[config.mk]
export PLATFORM = sky130hd
export DESIGN_NAME = config_boot_sequencer
export DESIGN_NICKNAME = d
export VERILOG_FILES = /design/src/verilog/boot_pkg.sv /design/src/verilog/config_boot_sequencer.sv /design/src/verilog/boot_fifo.sv /design/src/verilog/spi_flash_reader.sv
export SDC_FILE = /design/constraint.sdc
export NUM_CORES = 1
export LEC_CHECK = 0
export BUFFER_PORTS_ARGS = -buffer_cell sky130_fd_sc_hd__buf_2
export CAP_MARGIN = 20
export CORE_MARGIN = 5
export CORE_UTILIZATION = 60
export DETAILED_ROUTE_END_ITERATION = 10
export GPL_TIMING_DRIVEN = 0
export PLACE_DENSITY = 0.78
export REMOVE_ABC_BUFFERS = 1
export SETUP_SLACK_MARGIN = 0.5
export SLEW_MARGIN = 20
export SYNTH_ARGS = -nofsm -noshare
export SYNTH_HDL_FRONTEND = slang
export SYNTH_SLANG_ARGS = --single-unit
export TNS_END_PERCENT = 50
[constraint.sdc]
create_clock -name clock -period 3.91 [get_ports clock]
set_clock_uncertainty 0.1 [all_clocks]
set_input_delay 0.391 -clock clock [delete_from_list [all_inputs] [get_ports clock]]
set_output_delay 0.391 -clock clock [all_outputs]
set_load 0.005 [all_outputs]
[src/verilog/boot_pkg.sv]
package boot_pkg;
  localparam int CLK_HZ = 20_000_000;
  localparam int SLOW_SPI_HZ = 3_500_000;
  localparam logic [7:0] SLOW_HALF = 8'((CLK_HZ + 2 * SLOW_SPI_HZ - 1) / (2 * SLOW_SPI_HZ));
  localparam int SIG_LIMIT_SCK = 600_000;
  localparam int PRE_LIMIT_SCK = 600_000;
  localparam int INIT_CLEAR_US = 100;
  localparam logic [11:0] INIT_CLEAR_CYC = 12'(INIT_CLEAR_US * (CLK_HZ / 1_000_000));
  localparam logic [7:0] CMD_READ = 8'h03;
  localparam logic [7:0] CMD_SFDP = 8'h5A;
  localparam logic [31:0] SFDP_CODE = 32'h5044_4653;
  // Arbitrary value, stands in for the maker's signature word
  localparam logic [31:0] VENDOR_SIG = 32'h1234_5678;
  localparam logic [31:0] PREAMBLE = 32'hA5C3_3CA5;
  localparam logic [23:0] SFDP_ADDR = 24'h00_0000;
  localparam logic [1:0] SIG_MATCHES = 2'h3;
  localparam logic [1:0] SIG_BYTES = 2'h3;
  localparam logic [5:0] HDR_BITS = 6'h20;
  localparam logic [5:0] HDR_BITS_DUMMY = 6'h28;
  localparam int FIFO_WIDTH = 8;
  localparam int FIFO_DEPTH = 8;
  localparam logic [4:0] SYNC_RESET = 5'h07;
  localparam int PIN_CLK = 0;
  localparam int PIN_CLKN = 1;
  localparam int PIN_CS = 2;
  localparam int PIN_D0 = 3;
  localparam int PIN_D1 = 4;
  localparam int PIN_D23 = 5;
  localparam int PIN_D47 = 6;
  localparam int PIN_DS = 7;

  typedef enum logic [1:0] {
    PORT_SERIAL = 2'b00,
    PORT_DUAL   = 2'b01,
    PORT_QUAD   = 2'b10,
    PORT_OCTAL  = 2'b11
  } port_width_t;

  typedef struct packed {
    logic        enable;
    port_width_t width;
  } port_keep_t;

  typedef struct packed {
    port_keep_t controller;
    port_keep_t target;
  } keep_config_pins_t;

  typedef struct packed {
    logic [7:0]  cmd;
    logic [23:0] addr;
    logic        dummy;
  } flash_req_t;

  typedef enum logic [3:0] {
    ST_POR       = 4'b0000,
    ST_INIT      = 4'b0001,
    ST_SIG_START = 4'b0010,
    ST_SIG_READ  = 4'b0011,
    ST_PRE_START = 4'b0100,
    ST_PRE_READ  = 4'b0101,
    ST_LOAD      = 4'b0110,
    ST_DONE      = 4'b0111,
    ST_FAIL      = 4'b1000
  } boot_state_t;
endpackage

[src/verilog/config_boot_sequencer.sv]
// Operation
// - Reset release: drive init and done low
// - During power-on reset all pins high-impedance
// - Init clears memory, waits time, request, init
// - Init pin driven while clearing, sampled as input
// - Init released high moves to configuration
// - Signature read in bounded loop, then preamble
// - Bit twelve clear: read command, vendor word
// - Bit twelve set: discoverable-parameters read, code
// - Three consecutive matches set signature flag
// - Loop timeout goes on with flag clear
// - Flag set skips signature on warm boots
// - Preamble timeout declares boot failure
// - Keep fetching data until configuration ends
// - Init high while clean, low on error
// - Pins tri-stated until configured, then user
// - Persist bits keep configuration ports in user
// - Scan port persistence follows its enable pin
// - On error: init low, done low, no wake
// - Start slow clock, switch after accepted frequency
`timescale 1ns/100ps
module config_boot_sequencer #(
  parameter logic [19:0] SIG_LIMIT = 20'(boot_pkg::SIG_LIMIT_SCK),
  parameter logic [19:0] PRE_LIMIT = 20'(boot_pkg::PRE_LIMIT_SCK)
) (
  input  wire logic                        clock,
  input  wire logic                        nrst,
  input  wire logic                        programRequestN,
  input  wire logic                        reconfigureCommand,
  input  wire logic                        controlRegisterOneSfdp,
  input  wire logic [23:0]                 bootAddress,
  input  wire boot_pkg::keep_config_pins_t keepConfigPins,
  input  wire logic                        jtagEnable,
  input  wire logic                        initStatusIn,
  output logic                             initStatusOut,
  output logic                             initStatusOeN,
  input  wire logic                        doneIn,
  output logic                             doneOut,
  output logic                             doneOeN,
  output logic                             controllerClock,
  output logic                             controllerClockInverted,
  output logic                             controllerChipSelectN,
  output logic                             controllerDataOut0,
  input  wire logic                        controllerDataIn1,
  output logic                             flashOeN,
  input  wire logic                        freqAccept,
  input  wire logic [7:0]                  freqHalfPeriod,
  output logic [7:0]                       cfgData,
  output logic                             cfgValid,
  input  wire logic                        cfgReady,
  input  wire logic                        cfgError,
  input  wire logic                        cfgEnd,
  output logic                             gpioUserState,
  output logic [7:0]                       keepControllerPins,
  output logic [7:0]                       keepTargetPins,
  output logic                             keepJtagPins,
  output logic                             signatureOk,
  output logic                             bootFailed,
  output boot_pkg::boot_state_t            bootState
);
  logic [4:0]            asyncIn;
  logic [4:0]            sync1_reg;
  logic [4:0]            sync2_reg;
  logic                  progSync;
  logic                  initSync;
  logic                  doneSync;
  logic                  misoSync;
  logic                  jtagSync;
  logic                  progPrev_reg;
  logic                  warmBoot;
  boot_pkg::boot_state_t state_reg;
  boot_pkg::boot_state_t state_next;
  logic [11:0]           clearCnt_reg;
  logic [11:0]           clearCnt_next;
  logic [19:0]           sigTimer_reg;
  logic [19:0]           preTimer_reg;
  logic [1:0]            matchCnt_reg;
  logic [1:0]            byteCnt_reg;
  logic [31:0]           word_reg;
  logic [31:0]           window_reg;
  logic [31:0]           wordNow;
  logic [31:0]           windowNow;
  logic                  sigMatch;
  logic                  wordDone;
  logic                  sigTimeout;
  logic                  preTimeout;
  logic [7:0]            halfPeriod_reg;
  boot_pkg::flash_req_t  req;
  logic                  readerStart;
  logic                  readerStop;
  logic                  readerBusy;
  logic                  readerHold;
  logic [7:0]            rxByte;
  logic                  rxValid;
  logic                  sckRise;
  logic                  fifoInValid;
  logic                  fifoInReady;
  logic                  fifoOutValid;
  logic                  fifoOutReady;
  logic [7:0]            fifoOutData;

  function automatic logic isReading(input boot_pkg::boot_state_t s);
    return s == boot_pkg::ST_SIG_READ || s == boot_pkg::ST_PRE_READ
           || s == boot_pkg::ST_LOAD;
  endfunction

  function automatic logic [7:0] keepMask(input boot_pkg::port_keep_t k,
                                          input logic hasInverted);
    logic [7:0] m;
    m = 8'h00;
    if (k.enable)
    begin
      m[boot_pkg::PIN_CLK] = 1'b1;
      m[boot_pkg::PIN_CS] = 1'b1;
      m[boot_pkg::PIN_D0] = 1'b1;
      m[boot_pkg::PIN_D1] = 1'b1;
      if (k.width == boot_pkg::PORT_QUAD || k.width == boot_pkg::PORT_OCTAL)
        m[boot_pkg::PIN_D23] = 1'b1;
      if (k.width == boot_pkg::PORT_OCTAL)
      begin
        m[boot_pkg::PIN_D47] = 1'b1;
        m[boot_pkg::PIN_DS] = 1'b1;
        m[boot_pkg::PIN_CLKN] = hasInverted;
      end
    end
    return m;
  endfunction

  // Pin inputs cross into the clock domain
  assign asyncIn = {jtagEnable, controllerDataIn1, doneIn, initStatusIn, programRequestN};

  genvar gi;
  generate
    for (gi = 0; gi < 5; gi++)
    begin : gen_sync
      always_ff @(posedge clock or negedge nrst)
      begin
        if (!nrst)
        begin
          sync1_reg[gi] <= boot_pkg::SYNC_RESET[gi];
          sync2_reg[gi] <= boot_pkg::SYNC_RESET[gi];
        end
        else
        begin
          sync1_reg[gi] <= asyncIn[gi];
          sync2_reg[gi] <= sync1_reg[gi];
        end
      end
    end
  endgenerate

  assign progSync = sync2_reg[0];
  assign initSync = sync2_reg[1];
  assign doneSync = sync2_reg[2];
  assign misoSync = sync2_reg[3];
  assign jtagSync = sync2_reg[4];

  always_ff @(posedge clock or negedge nrst)
  begin
    if (!nrst)
      progPrev_reg <= 1'b1;
    else
      progPrev_reg <= progSync;
  end

  assign warmBoot = ((progPrev_reg && !progSync) || reconfigureCommand)
                    && state_reg != boot_pkg::ST_POR && state_reg != boot_pkg::ST_INIT;

  // Read assembly and comparison
  assign wordNow = {rxByte, word_reg[31:24], word_reg[23:16], word_reg[15:8]};
  assign windowNow = {window_reg[23:0], rxByte};
  assign sigMatch = wordNow == (controlRegisterOneSfdp ? boot_pkg::SFDP_CODE
                                                       : boot_pkg::VENDOR_SIG);
  assign wordDone = rxValid && byteCnt_reg == boot_pkg::SIG_BYTES;
  assign sigTimeout = sigTimer_reg >= SIG_LIMIT;
  assign preTimeout = preTimer_reg >= PRE_LIMIT;

  always_comb
  begin
    state_next = state_reg;
    case (state_reg)
      boot_pkg::ST_POR:
        state_next = boot_pkg::ST_INIT;
      boot_pkg::ST_INIT:
        if (clearCnt_reg == 12'h000 && progSync && initSync && initStatusOeN)
          state_next = signatureOk ? boot_pkg::ST_PRE_START
                                   : boot_pkg::ST_SIG_START;
      boot_pkg::ST_SIG_START:
        if (sigTimeout)
          state_next = boot_pkg::ST_PRE_START;
        else if (!readerBusy)
          state_next = boot_pkg::ST_SIG_READ;
      boot_pkg::ST_SIG_READ:
        if (sigTimeout)
          state_next = boot_pkg::ST_PRE_START;
        else if (wordDone)
          state_next = (sigMatch && matchCnt_reg == boot_pkg::SIG_MATCHES - 2'h1)
                       ? boot_pkg::ST_PRE_START : boot_pkg::ST_SIG_START;
      boot_pkg::ST_PRE_START:
        if (!readerBusy)
          state_next = boot_pkg::ST_PRE_READ;
      boot_pkg::ST_PRE_READ:
        if (preTimeout)
          state_next = boot_pkg::ST_FAIL;
        else if (rxValid && windowNow == boot_pkg::PREAMBLE)
          state_next = boot_pkg::ST_LOAD;
      boot_pkg::ST_LOAD:
        if (cfgError)
          state_next = boot_pkg::ST_FAIL;
        else if (cfgEnd)
          state_next = boot_pkg::ST_DONE;
      boot_pkg::ST_DONE:
        state_next = boot_pkg::ST_DONE;
      boot_pkg::ST_FAIL:
        state_next = boot_pkg::ST_FAIL;
      default:
        state_next = boot_pkg::ST_POR;
    endcase
    if (warmBoot)
      state_next = boot_pkg::ST_INIT;
  end

  always_comb
  begin
    clearCnt_next = clearCnt_reg;
    if (state_next == boot_pkg::ST_INIT && state_reg != boot_pkg::ST_INIT)
      clearCnt_next = boot_pkg::INIT_CLEAR_CYC;
    else if (state_reg == boot_pkg::ST_INIT && clearCnt_reg != 12'h000)
      clearCnt_next = clearCnt_reg - 12'h001;
  end

  always_ff @(posedge clock or negedge nrst)
  begin
    if (!nrst)
    begin
      state_reg <= boot_pkg::ST_POR;
      clearCnt_reg <= 12'h000;
    end
    else
    begin
      state_reg <= state_next;
      clearCnt_reg <= clearCnt_next;
    end
  end

  // Signature loop bookkeeping
  always_ff @(posedge clock or negedge nrst)
  begin
    if (!nrst)
    begin
      sigTimer_reg <= 20'h0_0000;
      matchCnt_reg <= 2'h0;
      byteCnt_reg <= 2'h0;
      word_reg <= 32'h0000_0000;
      signatureOk <= 1'b0;
    end
    else
    begin
      if (state_reg == boot_pkg::ST_INIT)
      begin
        sigTimer_reg <= 20'h0_0000;
        matchCnt_reg <= 2'h0;
      end
      else if (sckRise && (state_reg == boot_pkg::ST_SIG_START
                           || state_reg == boot_pkg::ST_SIG_READ)
               && !sigTimeout)
        sigTimer_reg <= sigTimer_reg + 20'h0_0001;
      if (state_reg == boot_pkg::ST_SIG_START)
        byteCnt_reg <= 2'h0;
      else if (rxValid && state_reg == boot_pkg::ST_SIG_READ)
      begin
        byteCnt_reg <= byteCnt_reg + 2'h1;
        word_reg <= wordNow;
        if (wordDone)
        begin
          matchCnt_reg <= sigMatch ? matchCnt_reg + 2'h1 : 2'h0;
          if (sigMatch && matchCnt_reg == boot_pkg::SIG_MATCHES - 2'h1)
            signatureOk <= 1'b1;
        end
      end
    end
  end

  // Preamble search
  always_ff @(posedge clock or negedge nrst)
  begin
    if (!nrst)
    begin
      preTimer_reg <= 20'h0_0000;
      window_reg <= 32'h0000_0000;
    end
    else if (state_reg == boot_pkg::ST_PRE_START)
    begin
      preTimer_reg <= 20'h0_0000;
      window_reg <= 32'h0000_0000;
    end
    else if (state_reg == boot_pkg::ST_PRE_READ)
    begin
      if (sckRise && !preTimeout)
        preTimer_reg <= preTimer_reg + 20'h0_0001;
      if (rxValid)
        window_reg <= windowNow;
    end
  end

  // Flash clock rate
  always_ff @(posedge clock or negedge nrst)
  begin
    if (!nrst)
      halfPeriod_reg <= boot_pkg::SLOW_HALF;
    else if (state_reg == boot_pkg::ST_INIT)
      halfPeriod_reg <= boot_pkg::SLOW_HALF;
    else if (freqAccept && state_reg == boot_pkg::ST_LOAD)
      halfPeriod_reg <= (freqHalfPeriod == 8'h00) ? 8'h01 : freqHalfPeriod;
  end

  always_comb
  begin
    req.cmd = boot_pkg::CMD_READ;
    req.addr = bootAddress;
    req.dummy = 1'b0;
    if (state_reg == boot_pkg::ST_SIG_START && controlRegisterOneSfdp)
    begin
      req.cmd = boot_pkg::CMD_SFDP;
      req.addr = boot_pkg::SFDP_ADDR;
      req.dummy = 1'b1;
    end
  end

  assign readerStart = !readerBusy && (state_reg == boot_pkg::ST_SIG_START
                                       || state_reg == boot_pkg::ST_PRE_START);
  assign readerStop = readerBusy && !isReading(state_next);
  assign readerHold = (state_reg == boot_pkg::ST_LOAD) && !fifoInReady;

  spi_flash_reader u_reader (
    .clock      (clock),
    .nrst       (nrst),
    .halfPeriod (halfPeriod_reg),
    .start      (readerStart),
    .req        (req),
    .stop       (readerStop),
    .hold       (readerHold),
    .misoSync   (misoSync),
    .sck        (controllerClock),
    .sckN       (controllerClockInverted),
    .csN        (controllerChipSelectN),
    .mosi       (controllerDataOut0),
    .rxByte     (rxByte),
    .rxValid    (rxValid),
    .sckRise    (sckRise),
    .busy       (readerBusy)
  );

  assign fifoInValid = rxValid && state_reg == boot_pkg::ST_LOAD;
  assign fifoOutReady = !cfgValid || cfgReady;

  boot_fifo #(
    .WIDTH (boot_pkg::FIFO_WIDTH),
    .DEPTH (boot_pkg::FIFO_DEPTH)
  ) u_fifo (
    .clock    (clock),
    .nrst     (nrst),
    .flush    (state_reg == boot_pkg::ST_INIT),
    .inValid  (fifoInValid),
    .inReady  (fifoInReady),
    .inData   (rxByte),
    .outValid (fifoOutValid),
    .outReady (fifoOutReady),
    .outData  (fifoOutData)
  );

  // Output stage towards configuration memory
  always_ff @(posedge clock or negedge nrst)
  begin
    if (!nrst)
    begin
      cfgValid <= 1'b0;
      cfgData <= 8'h00;
    end
    else if (state_reg == boot_pkg::ST_INIT)
      cfgValid <= 1'b0;
    else if (fifoOutReady)
    begin
      cfgValid <= fifoOutValid;
      if (fifoOutValid)
        cfgData <= fifoOutData;
    end
  end

  // Status pins: both open-drain, only ever pulled low
  always_ff @(posedge clock or negedge nrst)
  begin
    if (!nrst)
    begin
      initStatusOut <= 1'b0;
      doneOut <= 1'b0;
      initStatusOeN <= 1'b1;
      doneOeN <= 1'b1;
      flashOeN <= 1'b1;
      bootFailed <= 1'b0;
    end
    else
    begin
      initStatusOut <= 1'b0;
      doneOut <= 1'b0;
      initStatusOeN <= !(state_next == boot_pkg::ST_FAIL
                         || (state_next == boot_pkg::ST_INIT
                             && clearCnt_next != 12'h000));
      doneOeN <= state_next == boot_pkg::ST_DONE;
      flashOeN <= !(isReading(state_next)
                    || state_next == boot_pkg::ST_SIG_START
                    || state_next == boot_pkg::ST_PRE_START
                    || (state_next == boot_pkg::ST_DONE
                        && keepConfigPins.controller.enable));
      bootFailed <= state_next == boot_pkg::ST_FAIL;
    end
  end

  // User-mode pin handover
  always_ff @(posedge clock or negedge nrst)
  begin
    if (!nrst)
    begin
      gpioUserState <= 1'b0;
      keepControllerPins <= 8'h00;
      keepTargetPins <= 8'h00;
      keepJtagPins <= 1'b0;
    end
    else if (state_next != boot_pkg::ST_DONE)
    begin
      gpioUserState <= 1'b0;
      keepControllerPins <= 8'h00;
      keepTargetPins <= 8'h00;
      keepJtagPins <= 1'b0;
    end
    else if (doneSync)
    begin
      gpioUserState <= 1'b1;
      keepControllerPins <= keepMask(keepConfigPins.controller, 1'b1);
      keepTargetPins <= keepMask(keepConfigPins.target, 1'b0);
      keepJtagPins <= jtagSync;
    end
  end

  assign bootState = state_reg;
endmodule

[src/verilog/boot_fifo.sv]
`timescale 1ns/100ps
module boot_fifo #(
  parameter int WIDTH = 8,
  parameter int DEPTH = 8
) (
  input  wire logic             clock,
  input  wire logic             nrst,
  input  wire logic             flush,
  input  wire logic             inValid,
  output logic                  inReady,
  input  wire logic [WIDTH-1:0] inData,
  output logic                  outValid,
  input  wire logic             outReady,
  output logic      [WIDTH-1:0] outData
);
  localparam int AW = $clog2(DEPTH);

  logic [WIDTH-1:0] mem [DEPTH];
  logic [AW:0]      wrPtr_reg;
  logic [AW:0]      rdPtr_reg;

  assign inReady = (wrPtr_reg - rdPtr_reg) != (AW + 1)'(DEPTH);
  assign outValid = wrPtr_reg != rdPtr_reg;
  assign outData = mem[rdPtr_reg[AW-1:0]];

  always_ff @(posedge clock)
  begin
    if (inValid && inReady)
      mem[wrPtr_reg[AW-1:0]] <= inData;
  end

  always_ff @(posedge clock or negedge nrst)
  begin
    if (!nrst)
    begin
      wrPtr_reg <= '0;
      rdPtr_reg <= '0;
    end
    else if (flush)
    begin
      wrPtr_reg <= '0;
      rdPtr_reg <= '0;
    end
    else
    begin
      if (inValid && inReady)
        wrPtr_reg <= wrPtr_reg + 1'b1;
      if (outValid && outReady)
        rdPtr_reg <= rdPtr_reg + 1'b1;
    end
  end
endmodule

[src/verilog/spi_flash_reader.sv]
`timescale 1ns/100ps
module spi_flash_reader (
  input  wire logic                   clock,
  input  wire logic                   nrst,
  input  wire logic [7:0]             halfPeriod,
  input  wire logic                   start,
  input  wire boot_pkg::flash_req_t   req,
  input  wire logic                   stop,
  input  wire logic                   hold,
  input  wire logic                   misoSync,
  output logic                        sck,
  output logic                        sckN,
  output logic                        csN,
  output logic                        mosi,
  output logic [7:0]                  rxByte,
  output logic                        rxValid,
  output logic                        sckRise,
  output logic                        busy
);
  logic [7:0]  divCnt_reg;
  logic [39:0] hdr_reg;
  logic [5:0]  bitCnt_reg;
  logic [5:0]  hdrLen_reg;
  logic [2:0]  rxBits_reg;
  logic [7:0]  rxShift_reg;
  logic        tick;
  logic        rise;
  logic        fall;

  assign tick = busy && (divCnt_reg >= halfPeriod - 8'h01);
  assign rise = tick && !sck && !hold;
  assign fall = tick && sck;

  // Mode 0 shifting: drive on falling edge, sample on rising edge
  always_ff @(posedge clock or negedge nrst)
  begin
    if (!nrst)
    begin
      busy <= 1'b0;
      csN <= 1'b1;
      sck <= 1'b0;
      sckN <= 1'b1;
      mosi <= 1'b0;
      divCnt_reg <= 8'h00;
      hdr_reg <= 40'h00_0000_0000;
      bitCnt_reg <= 6'h00;
      hdrLen_reg <= 6'h00;
    end
    else if (start)
    begin
      busy <= 1'b1;
      csN <= 1'b0;
      sck <= 1'b0;
      sckN <= 1'b1;
      mosi <= req.cmd[7];
      divCnt_reg <= 8'h00;
      hdr_reg <= {req.cmd, req.addr, 8'h00};
      bitCnt_reg <= 6'h00;
      hdrLen_reg <= req.dummy ? boot_pkg::HDR_BITS_DUMMY : boot_pkg::HDR_BITS;
    end
    else if (stop)
    begin
      busy <= 1'b0;
      csN <= 1'b1;
      sck <= 1'b0;
      sckN <= 1'b1;
    end
    else if (busy)
    begin
      if (rise || fall)
        divCnt_reg <= 8'h00;
      else if (!tick)
        divCnt_reg <= divCnt_reg + 8'h01;
      if (rise)
      begin
        sck <= 1'b1;
        sckN <= 1'b0;
        if (bitCnt_reg < hdrLen_reg)
          bitCnt_reg <= bitCnt_reg + 6'h01;
      end
      if (fall)
      begin
        sck <= 1'b0;
        sckN <= 1'b1;
        hdr_reg <= {hdr_reg[38:0], 1'b0};
        mosi <= hdr_reg[38];
      end
    end
  end

  always_ff @(posedge clock or negedge nrst)
  begin
    if (!nrst)
    begin
      rxBits_reg <= 3'h0;
      rxShift_reg <= 8'h00;
      rxByte <= 8'h00;
      rxValid <= 1'b0;
      sckRise <= 1'b0;
    end
    else
    begin
      rxValid <= 1'b0;
      sckRise <= rise;
      if (start)
        rxBits_reg <= 3'h0;
      else if (rise && bitCnt_reg >= hdrLen_reg)
      begin
        rxShift_reg <= {rxShift_reg[6:0], misoSync};
        rxBits_reg <= rxBits_reg + 3'h1;
        if (rxBits_reg == 3'h7)
        begin
          rxByte <= {rxShift_reg[6:0], misoSync};
          rxValid <= 1'b1;
        end
      end
    end
  end
endmodule

**Word-level counts from Yosys, hierarchy flattened**

Memories as Yosys holds them, arrays and structs flattened. A register that Yosys moved wholly into a read port is not among the register bits.
Index checks and enable logic that the tools add are counted.
W data, S select, Z words.

- Flip-flop bits (word level): 251
- Memories kept: 1
- Bits in writable memories: 64

- Multiplexer cells: 97
- Add/sub/neg operators: 12
- Bitwise operators: 3
- Order comparisons: 5
- Equal/unequal tests: 31
- Reduce and logical (&&, ||, !) cells: 90

Memory list:

| memory | depth | bits a word | read ports | clocked after Yosys merged registers in | write ports | line | RTL |
|---|---|---|---|---|---|---|---|
| u_fifo.mem | 8 | 8 | 1 | 1 | 1 | boot_fifo.sv:18 | `logic [WIDTH-1:0] mem [DEPTH];` |

Operators with widths:

| cell | count |
|---|---|
| $mux W39 | 4 |
| $mux W8 | 14 |
| $mux W20 | 5 |
| $mux W24 | 3 |
| $mux W4 | 16 |
| $add A20 B1 Y20 const B | 2 |
| $ge A20 B20 Y1 const B | 2 |
| $pmux W4 S9 | 1 |
| $eq A32 B31 Y1 | 1 |
| $eq A32 B32 Y1 const B | 1 |
| $eq A4 B3 Y1 const B | 8 |
| $mux W1 | 32 |
| $mux W32 | 1 |
| $reduce_bool A2 Y1 | 16 |
| $mux W31 | 1 |
| $logic_and A1 B1 Y1 | 30 |
| $mux W6 | 5 |
| $mux W12 | 2 |
| $reduce_bool A12 Y1 | 2 |
| $mux W2 | 9 |
| $eq A4 B2 Y1 const B | 4 |
| $logic_or A1 B1 Y1 | 13 |
| $eq A2 B2 Y1 const B | 6 |
| $logic_not A1 Y1 | 12 |
| other kinds (30) | 48 |

**Depth between registers and ports, before layout**

- Word-level depth: 15
- Mapped depth: 14
- Mapped depth without buffers: 13

**Modules after synthesis**

Synthesis repeated with hierarchy kept, for this count alone.

- Cells, all modules: 1225
- Area, all modules: 14007.2 µm²

By module, submodules not included:

| module | cells each | area an instance (µm²) | instances |
|---|---|---|---|
| config_boot_sequencer | 690 | 7322.0 | 1 |
| spi_flash_reader | 355 | 3654.8 | 1 |
| boot_fifo | 180 | 3030.4 | 1 |

**Worst setup path after synthesis**

Ideal clock, no wire load.

- Path kind: register -> register
- Start: register u_fifo.rdPtr_reg[1]
- End: memory u_fifo.mem[2][0], enable pin
- Arrival: 3.116 ns
- Required time: 3.425 ns
- Library setup time: 0.385 ns
- Cell stages (with the launch flop): 12
- Path slack: 0.309 ns
- Cells stage by stage: dfrtp_1 > clkbuf_1 > clkbuf_1 > inv_1 > ha_1 > nor2b_1 > o211a_1 > o211ai_1 > and3_1 > clkbuf_1 > nand2b_1 > nor3b_1

- Cells in the longest elaborated chain, start to end: 5

RTL lines:

| item | line | RTL |
|---|---|---|
| from (decl) | boot_fifo.sv:20 | `logic [AW:0] rdPtr_reg;` |
| from (signal assigned) | boot_fifo.sv:49 | `rdPtr_reg <= rdPtr_reg + 1'b1;` |
| $sub A4 B4 Y4 | boot_fifo.sv:22 | `assign inReady = (wrPtr_reg - rdPtr_reg) != (AW + 1)'(DEPTH);` |
| $ne A4 B4 Y1 | boot_fifo.sv:22 |  |
| $logic_and A1 B1 Y1 | boot_fifo.sv:28 | `if (inValid && inReady)` |
| $mux W1 | boot_fifo.sv:28 |  |
| $mux W1 (implied by the code) | boot_fifo.sv:29 | `mem[wrPtr_reg[AW-1:0]] <= inData;` |
| to (decl) | boot_fifo.sv:18 |  |

Every way passes these cells.

**Final worst setup path**

- Start: register u_reader.rxByte[6]
- End: register u_reader.hdr_reg[35]

- Cells in the longest elaborated chain, start to end: 14

RTL lines:

| item | line | RTL |
|---|---|---|
| from (decl) | spi_flash_reader.sv:15 | `output logic [7:0] rxByte,` |
| from (signal assigned) | spi_flash_reader.sv:113 | `rxByte <= {rxShift_reg[6:0], misoSync};` |
| $eq A32 B31 Y1 | config_boot_sequencer.sv:172 | `assign sigMatch = wordNow == (controlRegisterOneSfdp ? boot_pkg::SFDP_CODE` |
| $logic_and A1 B1 Y1 | config_boot_sequencer.sv:197 | `state_next = (sigMatch && matchCnt_reg == boot_pkg::SIG_MATCHES - 2'h1)` |
| $mux W3 | config_boot_sequencer.sv:198 | `? boot_pkg::ST_PRE_START : boot_pkg::ST_SIG_START;` |
| $mux W4 | config_boot_sequencer.sv:196 | `else if (wordDone)` |
| $mux W4 | config_boot_sequencer.sv:194 | `if (sigTimeout)` |
| $pmux W4 S9 (*) | config_boot_sequencer.sv:181 | `case (state_reg)` |
| $mux W4 (*) | config_boot_sequencer.sv:219 | `if (warmBoot)` |
| via state_next[1] | config_boot_sequencer.sv:72 | `boot_pkg::boot_state_t state_next;` |
| $eq A4 B2 Y1 / $eq A4 B3 Y1 (equally long branches) | config_boot_sequencer.sv:103 | `return s == boot_pkg::ST_SIG_READ \|\| s == boot_pkg::ST_PRE_READ` |
| $logic_or A1 B1 Y1 | config_boot_sequencer.sv:103 |  |
| $logic_or A1 B1 Y1 (*) | config_boot_sequencer.sv:104 | `\|\| s == boot_pkg::ST_LOAD;` |
| $logic_not A1 Y1 (*) | config_boot_sequencer.sv:332 | `assign readerStop = readerBusy && !isReading(state_next);` |
| $logic_and A1 B1 Y1 (*) | config_boot_sequencer.sv:332 |  |
| $ne A2 B2 Y1 (no source line) (*) | - |  |
| $reduce_and A3 Y1 (no source line) (*) | - |  |
| to (signal assigned) | spi_flash_reader.sv:57 | `hdr_reg <= {req.cmd, req.addr, 8'h00};` |
| to (signal assigned) | spi_flash_reader.sv:85 | `hdr_reg <= {hdr_reg[38:0], 1'b0};` |
| to (decl) | spi_flash_reader.sv:21 | `logic [39:0] hdr_reg;` |

Mark *: on every way through the listed nets, which the timed path passes. The rest lies on a longest branch.
A chain may end at the register's enable or synchronous reset.

==> summary.md <==
| Metric | Value |
|---|---|
| Total power divided by cell area | `between 300 and 400 nW/um2` |
| Critical path startpoint category | `register` |
| Global-route congestion overflow total | `0` |
| Drt via density | `6.044` |
| H-tree level count | `1` |
| I/O Buffers | `89` |
| Antenna violations before repair | `2` |
| Worst reg2reg path depth | `9` |
| Top_reg_cell synth | `sky130_fd_sc_hd__dfrtp_1` |
| Max reg flops | `64` |
| Cell type with the highest aggregate area in the netlist | `sky130_fd_sc_hd__dfrtp_1` |
| Syn Inst Count | `approximately 1.1k` |
| Cell depth of the worst min-delay path | `3` |
| Number of buffers created by CTS | `29` |
| Distinct cells, synth | `75` |
| Number of design-rule violations left by the first detailed-router iteration | `between 700 and 800` |
| Nets@finish | `1355` |
| Slew of the pin with the lowest slew margin | `approximately 1.1 ns` |
| Mapped cell area | `approximately 14000 um2` |
| Critical path class | `reg2reg` |
| Die area | `25600 um2` |
| Endpoint kind of the worst setup timing path | `register` |
| WL final | `slightly above 30000 um` |
| Row count | `54` |
| Final number of max-transition violations | `0` |
| Worst Hold Path EP | `keepControllerPins[6]` |
| HPWL after detailed placement | `18270 um` |
| Layout area overhead | `19.42%` |
| Worst path required time | `4.23 ns` |
| Maximum buffer depth of the clock tree | `3` |
| P_leak | `6.733 nW` |
| Post-detailed-route DRC marker count | `0` |
| Final Non-Filler Cells | `1581` |
| Post-route design area | `approximately 16000 um2` |
| Count of synthesis-stage warnings from yosys | `0` |
| Vias in the first global route | `9517` |
| DIE HEIGHT | `160 um` |
| Horizontal die dimension | `160 um` |
| Placed instance count | `between 1k and 1.5k` |
| Number of routed nets with antenna violations | `0` |
| Overall power of the completed layout | `0.006017 W` |
| Num Clock Sinks | `293` |
| Setup slack of the most critical reg-to-reg path | `0.55 ns` |
| Routed wire length per instance | `19.46 um` |
| Cell at the root of the clock tree | `sky130_fd_sc_hd__clkbuf_16` |
| Starting utilization of the core area | `0.6148` |
| Later-pin clock latency in the skew report | `approximately 0.56 ns` |
| Count of fill cells added during filler insertion | `1387` |
| Number of maximum-capacitance violations | `0` |
| Reg2Reg Launch Point | `u_reader.rxByte[6]` |
| Tmin final | `about 3.4 ns` |
| Largest net degree at the start of global routing | `99` |
| Sequential element share of the synthesized area | `0.5681` |
| First-pass iteration count of the detailed router | `5` |
| Achievable frequency | `0.2978 GHz` |
| Reg-to-Reg End | `u_reader.hdr_reg[35]` |
| Routability cong. | `0.8094` |
| Top cells by area in the synthesized netlist | `sky130_fd_sc_hd__dfrtp_1 40%, sky130_fd_sc_hd__edfxtp_1 14%, sky130_fd_sc_hd__mux2_2 3.5%` |
| Max transition margin | `0.2432` |
| First-pass GRT wire length | `48590 um` |
| Path class of the lowest-slack min-delay path | `in2reg` |
| Mapped Avg Cell Area | `about 12 um2` |
| Via total after detailed routing | `9555` |
| Unrepaired setup endpoints after global routing | `true` |
| Share of layout cells above drive strength 1 | `0.2587` |
| I/O pin count | `93` |
| Final count of hold timing violations | `0` |
| Hold Path Origin | `keepConfigPins[3]` |
| Data arrival time at the worst-slack endpoint | `between 3 and 4 ns` |
| Most frequent cell after synthesis | `sky130_fd_sc_hd__dfrtp_1` |
| Most used standard cells in the synthesized netlist | `215 x sky130_fd_sc_hd__dfrtp_1, 93 x sky130_fd_sc_hd__nor2_1, 87 x sky130_fd_sc_hd__nand2_1` |
| Status | `completed` |
| Clock transition at path regs | `0.07 ns` |
| Crit Path Max Fanout | `14` |
| Final worst-path cycle share | `0.8587` |
| Core area | `21960 um2` |
| Fraction of registers with async set or reset after synthesis | `0.7816` |
| Number of synthesized register bits | `293` |
| Endpoints failing setup | `0` |
| Area share of the largest cell type after synthesis | `0.3985` |
| TritonCTS clock tree | `yes` |
| EDFF count, synth | `64` |
| Utilization of the core after routing | `0.7342` |
| Placed cell areas | `14220 um2` |
| Total global-route track usage | `0.2278` |
| Post-route worst hold slack | `0.02328 ns` |
| Highest ir drop seen on vdd | `0.3257 mV` |
stage by stage:
stage	TNS, ns	setup slack [ns]
3_3_place_gp	-761.02	-5.164
4_1_cts	0	0.3328
2_1_floorplan	-131.98	-2.317
5_1_grt	0	0.4434
6_report	0	0.5525
3_5_place_dp	-9.272	-0.4106
critical path, stage by stage, from the launching register on:
cell and delay, ns:
sky130_fd_sc_hd__dfrtp_2 0.54, sky130_fd_sc_hd__nor4bb_2 0.36, sky130_fd_sc_hd__nand4_1 0.14, sky130_fd_sc_hd__or4_1 0.62, sky130_fd_sc_hd__nor4_4 0.25, sky130_fd_sc_hd__o21bai_2 0.13
sky130_fd_sc_hd__inv_2 0.20, sky130_fd_sc_hd__o22ai_4 0.18, sky130_fd_sc_hd__a21oi_4 0.30, sky130_fd_sc_hd__mux2_1 0.39
power breakdown:
part           internal, W  total [W]  switching (W)
clock network      0.00157    0.00275        0.00119
registers          0.00313    0.00315      0.0000123
logic            0.0000514   0.000118      0.0000670
layout by cell type, fill, tap and decap left out, types with 6 or more instances in the layout:
master,netlist,layout
sky130_fd_sc_hd__dfrtp_1,215,199
sky130_fd_sc_hd__buf_2,7,89
sky130_fd_sc_hd__nor2_1,93,88
sky130_fd_sc_hd__nand2_1,87,84
sky130_fd_sc_hd__edfxtp_1,64,64
sky130_fd_sc_hd__mux2_2,42,42
sky130_fd_sc_hd__buf_4,17,42
sky130_fd_sc_hd__nand3_1,40,39
sky130_fd_sc_hd__inv_1,38,36
sky130_fd_sc_hd__o21ai_0,34,34
sky130_fd_sc_hd__a21oi_1,32,29
sky130_fd_sc_hd__clkbuf_16,0,29
sky130_fd_sc_hd__xnor2_1,28,28
sky130_fd_sc_hd__ha_1,28,27
sky130_fd_sc_hd__xor2_1,26,26
sky130_fd_sc_hd__a22o_1,25,25
sky130_fd_sc_hd__o22a_1,24,24
sky130_fd_sc_hd__a221o_1,23,23
sky130_fd_sc_hd__nand4_1,21,21
sky130_fd_sc_hd__dlygate4sd3_1,0,21
sky130_fd_sc_hd__nor3_1,22,16
sky130_fd_sc_hd__mux4_2,16,16
sky130_fd_sc_hd__mux2i_1,14,14
sky130_fd_sc_hd__dfrtp_2,0,14
sky130_fd_sc_hd__dfstp_2,14,14
sky130_fd_sc_hd__nand2b_1,13,13
sky130_fd_sc_hd__and3_1,14,13
sky130_fd_sc_hd__nor2b_1,13,12
sky130_fd_sc_hd__or3_1,10,10
sky130_fd_sc_hd__nor4_1,10,9
sky130_fd_sc_hd__o211ai_1,9,9
sky130_fd_sc_hd__a21o_1,8,8
sky130_fd_sc_hd__o31ai_1,10,8
sky130_fd_sc_hd__clkbuf_1,38,8
sky130_fd_sc_hd__clkinv_2,0,7
sky130_fd_sc_hd__or4_1,7,6
how the worst max path moves through the flow:
stage | from | end | cells after the start
2_1_floorplan | bootState[0] | u_reader.hdr_reg[32] | 8
3_3_place_gp | bootState[0] | u_reader.hdr_reg[38] | 8
3_5_place_dp | u_fifo.rdPtr_reg[1] | u_reader.rxByte[6] | 10
4_1_cts | u_fifo.rdPtr_reg[1] | u_fifo.mem[6][0] | 8
5_1_grt | u_reader.rxByte[6] | u_reader.hdr_reg[35] | 9
6_report | u_reader.rxByte[6] | u_reader.hdr_reg[35] | 9
cell type report:
class / instances / area [um2] / share of cell area
Antenna cell: 2 / 5.005 / 0.0003104
Clock inverter: 14 / 142.6 / 0.008848
Tap cell: 280 / 350.3 / 0.02173
Timing Repair Buffer: 164 / 1180 / 0.07319
Clock buffer: 40 / 797.0 / 0.04944
Sequential cell: 293 / 7695 / 0.4773
Inverter: 40 / 152.6 / 0.009468
Multi-Input combinational cell: 748 / 5799 / 0.3597
cell families (layout without fill, tap and decap cells):
| kind of cell | count (synthesis) | after routing | synth area share |
|---|---|---|---|
| flops | 293 | 293 | 0.5681 |
| other cells | 1 | 5 | 0.0002778 |
| buf+inv | 104 | 258 | 0.03429 |
| xor+xnor | 55 | 55 | 0.03679 |
| simple gates | 373 | 375 | 0.1437 |
| mux | 73 | 73 | 0.07294 |
| compound gates | 210 | 214 | 0.1180 |
| fa+ha+maj | 28 | 28 | 0.02595 |
repair_timing:
item | in CTS | in global routing
cloned | 4 | 2
hold buffers | 21 | 0
buffers inserted | 14 | 26
endpoints found under the hold margin | 74 | 0
endpoints found under the setup margin | 133 | 123
pin swaps | 10 | 18
resized for setup | 28 | 50
per-layer routing:
| metal | track usage | wire length [um] | part of all wire |
|---|---|---|---|
| met1 | 0.3019 | 12750 | 0.41 |
| met2 | 0.3911 | 15930 | 0.52 |
| met3 | 0.03376 | 1310 | 0.043 |
| met4 | 0.07235 | 781 | 0.025 |
| met5 | 0 | 0 | 0 |
No activity file was read; power rests on OpenSTA's default activity.
